--- config.mk ---
export PLATFORM = sky130hd
export DESIGN_NAME = sbw_sram_core
export DESIGN_NICKNAME = d
export VERILOG_FILES = /design/src/design/sbw_pkg.sv /design/src/design/sbw_sram_core.sv
export VERILOG_INCLUDE_DIRS = /design/src /design/src/design
export SDC_FILE = /design/constraint.sdc
export NUM_CORES = 2
export LEC_CHECK = 0
export ABC_CLOCK_PERIOD_IN_PS = 8200
export BUFFER_PORTS_ARGS = -buffer_cell sky130_fd_sc_hd__buf_2
export CAP_MARGIN = 10
export CORE_UTILIZATION = 45
export CTS_BUF_LIST = sky130_fd_sc_hd__clkbuf_16
export CTS_CLUSTER_SIZE = 14
export DETAILED_ROUTE_END_ITERATION = 8
export SYNTH_ARGS = -nofsm -noshare
export SYNTH_HDL_FRONTEND = slang
export SYNTH_MEMORY_MAX_BITS = 65536
export SYNTH_SLANG_ARGS = --single-unit
--- constraint.sdc ---
create_clock -name sys_clk -period 8.2 [get_ports sys_clk]
set_input_delay 0.82 -clock sys_clk [delete_from_list [all_inputs] [get_ports sys_clk]]
set_output_delay 0.82 -clock sys_clk [all_outputs]
set_load 0.01 [all_outputs]
--- src/design/sbw_defs.svh ---
// timing and layout constants for the byte-masked burst sram write path
`ifndef SBW_DEFS_SVH
`define SBW_DEFS_SVH
`define SBW_LANE_W 9
`define SBW_ADDR_W 8
`define SBW_DEPTH 256
`define SBW_BURST_STEP 8'h01
`endif

--- src/design/sbw_pkg.sv ---
// types for the byte-masked burst sram write path
package sbw_pkg;
  typedef enum logic [1:0] {
    SBW_IDLE = 2'b00,
    SBW_WAIT = 2'b01,
    SBW_WR0 = 2'b10,
    SBW_WR1 = 2'b11
  } sbw_state_e;
  typedef struct packed {
    logic load_cmd_n;
    logic read_not_write;
  } sbw_cmd_s;
endpackage : sbw_pkg

--- src/design/sbw_sram_core.sv ---
// double-data-rate burst sram core with per-lane byte write masking
`include "sbw_defs.svh"

// Overview of operation
// - 18-bit: select 0 gates 8:0, 1 gates 17:9
// - 18-bit: all selects high leaves word unchanged
// - 36-bit: four selects gate four 9-bit lanes
// - 36-bit: all selects high writes nothing
// - selects sampled and applied per beat
// - data taken and driven on both clock phases
// - reset leaves it deselected, rd_data_oe low and rd_data zero
// - first beat at address A, second A+1
// - beats taken at the next positive-clock rise and the negative rise after it
module sbw_sram_core
  import sbw_pkg::*;
#(
  parameter int LANES = 2
)
(
  input wire logic sys_clk,
  input wire logic sys_rst,
  input wire logic clk_phase_n,
  input wire logic load_cmd_n,
  input wire logic read_not_write,
  input wire logic [`SBW_ADDR_W-1:0] addr,
  input wire logic [LANES*`SBW_LANE_W-1:0] wr_data,
  input wire logic [LANES-1:0] byte_write_select_n,
  output logic [LANES*`SBW_LANE_W-1:0] rd_data,
  output logic rd_data_oe
);
  localparam int DW = LANES * `SBW_LANE_W;

  // sys_clk runs at twice the device clock; clk_phase_n marks the negative-clock half
  // the array is not cleared by reset, so unwritten words stay unknown
  logic [DW-1:0] mem [0:`SBW_DEPTH-1];

  // write burst sequencer state
  sbw_state_e wr_state_ff;
  sbw_state_e nxt_wr_state;

  // a new write loaded during beat 0 of the previous one
  logic wr_again_ff;
  logic nxt_wr_again;

  // address loaded with the write command
  logic [`SBW_ADDR_W-1:0] wr_base_ff;

  // first-beat address kept for the second beat
  logic [`SBW_ADDR_W-1:0] wr_hold_ff;

  // read burst pipeline
  logic [`SBW_ADDR_W-1:0] rd_base_ff;
  logic rd_first_ff;
  logic rd_second_ff;

  // output registers
  logic [DW-1:0] rd_data_ff;
  logic rd_data_oe_ff;

  sbw_cmd_s cmd;

  assign cmd = {load_cmd_n, read_not_write};

  // ------------------------------------------------------------------
  // command decode
  // ------------------------------------------------------------------

  // commands are taken only on the positive-clock rise
  wire cmd_edge = !clk_phase_n;
  wire load_now = cmd_edge && !cmd.load_cmd_n;
  wire start_wr = load_now && !cmd.read_not_write;
  wire start_rd = load_now && cmd.read_not_write;

  // ------------------------------------------------------------------
  // write beats
  // ------------------------------------------------------------------

  // beat 0 one positive rise after the command, beat 1 on the next negative rise
  wire in_beat0 = (wr_state_ff == SBW_WR0);
  wire in_beat1 = (wr_state_ff == SBW_WR1);
  wire beat0 = in_beat0 && !clk_phase_n;
  wire beat1 = in_beat1 && clk_phase_n;
  wire beat_any = beat0 || beat1;

  // second beat goes to the next location of the burst
  wire [`SBW_ADDR_W-1:0] wr_next_addr = `SBW_ADDR_W'(wr_hold_ff + `SBW_BURST_STEP);

  // first beat goes to the address loaded with the command
  wire [`SBW_ADDR_W-1:0] beat_addr = beat1 ? wr_next_addr : wr_base_ff;

  wire [DW-1:0] old_word = mem[beat_addr];
  wire [DW-1:0] merged;
  wire [LANES-1:0] lane_keep;

  // each active-low select keeps or replaces its own 9-bit lane for this beat only
  genvar g;
  generate
    for (g = 0; g < LANES; g++)
    begin : g_lane
      // the select is sampled with the beat it qualifies
      assign lane_keep[g] = byte_write_select_n[g];
      assign merged[g*`SBW_LANE_W +: `SBW_LANE_W] = lane_keep[g] ?
        old_word[g*`SBW_LANE_W +: `SBW_LANE_W] :
        wr_data[g*`SBW_LANE_W +: `SBW_LANE_W];
    end
  endgenerate

  // all selects high: nothing written this beat
  wire none_selected = &lane_keep;
  wire do_write = beat_any && !none_selected;

  // ------------------------------------------------------------------
  // write sequencer
  // ------------------------------------------------------------------

  always_comb
  begin
    nxt_wr_state = wr_state_ff;
    nxt_wr_again = wr_again_ff;
    case (wr_state_ff)
      SBW_IDLE:
      begin
        nxt_wr_again = 1'b0;
        if (start_wr)
          nxt_wr_state = SBW_WAIT;
      end
      SBW_WAIT:
      begin
        nxt_wr_again = 1'b0;
        nxt_wr_state = SBW_WR0;
      end
      SBW_WR0:
      begin
        // a write loaded here has its first beat right after our second
        nxt_wr_again = start_wr;
        nxt_wr_state = SBW_WR1;
      end
      SBW_WR1:
      begin
        nxt_wr_again = 1'b0;
        if (wr_again_ff)
          nxt_wr_state = SBW_WR0;
        else
          nxt_wr_state = SBW_IDLE;
      end
      default:
      begin
        nxt_wr_again = 1'b0;
        nxt_wr_state = SBW_IDLE;
      end
    endcase
  end

  always_ff @(posedge sys_clk)
  begin
    if (sys_rst)
    begin
      wr_state_ff <= SBW_IDLE;
      wr_again_ff <= 1'b0;
    end
    else
    begin
      wr_state_ff <= nxt_wr_state;
      wr_again_ff <= nxt_wr_again;
    end
  end

  // address of the burst being loaded
  always_ff @(posedge sys_clk)
  begin
    if (start_wr)
      wr_base_ff <= addr;
  end

  // a back-to-back command reloads wr_base_ff while beat 1 still needs the old one
  always_ff @(posedge sys_clk)
  begin
    if (beat0)
      wr_hold_ff <= wr_base_ff;
  end

  // array update, one word per data beat
  always_ff @(posedge sys_clk)
  begin
    if (do_write)
      mem[beat_addr] <= merged;
  end

  // ------------------------------------------------------------------
  // read burst
  // ------------------------------------------------------------------

  always_ff @(posedge sys_clk)
  begin
    if (start_rd)
      rd_base_ff <= addr;
  end

  always_ff @(posedge sys_clk)
  begin
    if (sys_rst)
    begin
      rd_first_ff <= 1'b0;
      rd_second_ff <= 1'b0;
    end
    else
    begin
      rd_first_ff <= start_rd;
      rd_second_ff <= rd_first_ff;
    end
  end

  wire rd_beat = rd_first_ff || rd_second_ff;
  wire [`SBW_ADDR_W-1:0] rd_next_addr = `SBW_ADDR_W'(rd_base_ff + `SBW_BURST_STEP);
  wire [`SBW_ADDR_W-1:0] rd_addr = rd_second_ff ? rd_next_addr : rd_base_ff;
  wire [DW-1:0] rd_word = mem[rd_addr];

  // ------------------------------------------------------------------
  // outputs
  // ------------------------------------------------------------------

  // outputs stay off until a read is issued
  always_ff @(posedge sys_clk)
  begin
    if (sys_rst)
      rd_data_oe_ff <= 1'b0;
    else
      rd_data_oe_ff <= rd_beat;
  end

  // one word on each clock phase of the burst, zero while not driving
  always_ff @(posedge sys_clk)
  begin
    if (sys_rst)
      rd_data_ff <= '0;
    else if (rd_beat)
      rd_data_ff <= rd_word;
    else
      rd_data_ff <= '0;
  end

  assign rd_data = rd_data_ff;
  assign rd_data_oe = rd_data_oe_ff;
endmodule : sbw_sram_core

==> qor.yml <==
timing:
  hold_ws_ps: 74.77
  min_period_ps: 5692
  slew_viol_final: 0
  fin_crit_sh: 0.6941
  fin_tns_setup_ps: 0
  tightest_slew_ps: 1359
  clock_skew_ps: 46.54
  relSlewSlack: 0.09411
  hold_viol: 0
  final-setup-viol-count: 0
  rsz0062_at_grt: "no"
  max_freq_ghz: 0.1757
routing:
  highest_layer: "met5"
  wl_met1_um: 188500
  drc_errors: 0
  routedWlPerCell_um: 32.35
  wl_met2_um: 224400
  wl_met3_um: 37080
  vias_per_cell: 6.099
  drt_wl_total_um: 462100
  drt_iter0_drc: 10770
  ant_nets: 0
  vias: 87120
  drt_pre_antenna_iters: 7
critical_path:
  start_kind: "register"
  cp.arrival_ps: 6560
  ff2ff_setup_slack_ps: 2510
  critPathMaxFanout: 111
  crit_path_end: "rd_data[9]"
  crit_slowest_cell: "dfxtp_1"
  r2r_start: "rd_second_ff"
  crit_required_ps: 9060
  crit_family: "compound AO/OA/AOI/OAI gates"
  r2r_end: "rd_data[9]"
  crit_chain: "mux2_8, buf_4, buf_12, mux4_2, nand2_1, a21oi_1, a221o_1, a22oi_1, nand2_1, a221o_1"
  end_kind: "register"
  max_stage_delay_ps: 980
  reg2regPathDepth: 10
  path_depth: 10
  path_buf_inv: 2
  crit_type: "reg -> reg"
  crit_start: "rd_second_ff"
synthesis:
  avgSynthCellArea_um2: 21.10
  syn_nets: 8514
  yosysWarnings: 0
  syn_inst: 8479
  dominantRegCellSynth: "edfxtp_1"
  synth-seq-cells: 4656
  syn-cell-area_um2: 178900
  seq_area_frac_synth: 0.7801
  synth.distinct_cells: 57
  synthArstFlopShare: 0
  synth-edff-count: 4632
floorplanning:
  io_pins: 52
  core_area_um2: 395700
  dieWidth_um: 632.5
  dieArea_um2: 400100
  die_h_um: 632.5
  rows: 231
  initial_core_util: 0.4522
clock_tree:
  htreeDepth: 5
  clkSlewWorstSetupHoldPaths_ps: 60
  cts_sinks: 4656
  clock-root-buffer: "clkbuf_16"
  clock_latency_ps: 990
  cts_max_path_buffers: 4
  cts_tree: "yes"
  cts.repair.resized: 0
  cts_buffers: 455
power_and_ir_drop:
  p_leak_uw: 0.06189
  p_per_area_nw_per_um2: 245.6
  ir_worst_vdd_mv: 0.1755
placed_design:
  dp_hpwl_um: 265800
  gp_congestion: 0.8252
  dp.cells: 13420
  io_buffer_count: 51
final_layout:
  layout.cells.non_filler: 14280
  drive_gt1_frac: 0.2277
  final_net_count: 8678
  final_cell_mix: "edfxtp_1 (4,632), mux4_2 (1,119), nand2_1 (600)"
  fillerInstances: 30760
  syn2layout_area_growth_pct: 11.98
  layout_commonest_cell: "edfxtp_1"
grt:
  grtUsageTotal: 0.2295
  grt_pass1_wl_um: 657400
  antenna_found_initial: 24
  grt_max_degree: 181
  overflow: 0
  grt_pass1_vias: 87550
outcome:
  status: "finished clean"
run:
  cap_violations: 0
worst_hold_path:
  min-delay-path-class: "in -> reg"
## synthesized netlist by cell type (3+ instances only)
master / number / area [um^2]
o21ai_0: 48 / 240.2
a22oi_1: 198 / 1486
o21a_1: 8 / 60.06
nor2b_1: 3 / 18.77
edfxtp_1: 4632 / 139100
dfxtp_1: 24 / 480.5
xnor2_1: 11 / 96.34
mux4_2: 1119 / 25200
a221o_1: 198 / 1982
a32oi_1: 19 / 166.4
o22ai_1: 28 / 175.2
a31oi_1: 3 / 18.77
a22o_1: 14 / 122.6
o211ai_1: 7 / 52.55
and3_1: 3 / 18.77
nor2_1: 563 / 2113
nand3_1: 56 / 280.3
buf_6: 13 / 146.4
xor2_1: 10 / 87.58
a21oi_1: 218 / 1091
a211oi_1: 3 / 22.52
clkbuf_1: 232 / 870.8
nand2_1: 631 / 2369
buf_2: 175 / 875.8
buf_1: 76 / 285.3
mux2i_1: 72 / 720.7
buf_4: 25 / 187.7
nor3_1: 12 / 60.06
inv_1: 7 / 26.28
nand4_1: 36 / 225.2
## final cells by class
class	count	area [um^2]	area share
multi-input combinational	3295	37300	0.1862
clock inverter	373	3171	0.01583
tap	5242	6559	0.03274
antenna	21	52.55	0.0002623
clock buffer	462	11560	0.05771
timing repair buffer	228	2098	0.01047
inverter	7	26.28	0.0001312
sequential	4656	139600	0.6967
## per-stage QoR
stage                     cell area, um^2  setup slack, ps  power [uW]    util
after floorplan                    178900             4933       27990       -
after global placement             185500             2577       29040  0.4688
after detailed placement           185500             2611       29080  0.4688
after CTS                          200300             2597       49490  0.5062
after global routing               200300             2236       50450  0.5063
final                              200300             2508       49210  0.5063
## what timing repair did
action | CTS | global route
setup buffers | 0 | 0
hold buffers | 5 | 0
hold endpoints to repair | 10 | 0
## metal layers
layer	GRT usage	vias up
met5	0	-
met1	0.3274	47110
met4	0.06120	4
li1	-	35670
met3	0.03879	583
met2	0.3688	3753
## sequential cells by signal, summed over array words and instances (netlist names)
signal	cells
mem	4608
rd_data	18
rd_base_ff	8
wr_base_ff	8
wr_hold_ff	8
wr_state_ff	2
rd_data_oe	1
rd_first_ff	1
rd_second_ff	1
wr_again_ff	1
## report_power, final
part | switching, uW | internal, uW
sequential | 17.1 | 26200
combinational | 1550 | 817
clock | 8900 | 11700
## worst min-delay path by stage
stage | start | end | slack, ps | cells past startpoint
finish | addr[0] | wr_base_ff[0] | 70 | 1
CTS | addr[0] | wr_base_ff[0] | 0.3 | 1
global placement | wr_base_ff[0] | wr_hold_ff[0] | 440 | 0
detailed placement | wr_base_ff[0] | wr_hold_ff[0] | 440 | 0
floorplan | wr_base_ff[0] | wr_hold_ff[0] | 430 | 0
global route | addr[0] | wr_base_ff[0] | 50 | 1
## cell families after synthesis
group,count (synthesis),share of synthesized area
flops,4656,0.7801
fa+ha+maj,2,0.0001398
simple gates,1313,0.02881
mux,1193,0.1450
buf+inv,528,0.01337
compound gates,764,0.03125
xor+xnor,23,0.001273
(Power assumes the default switching activity.)
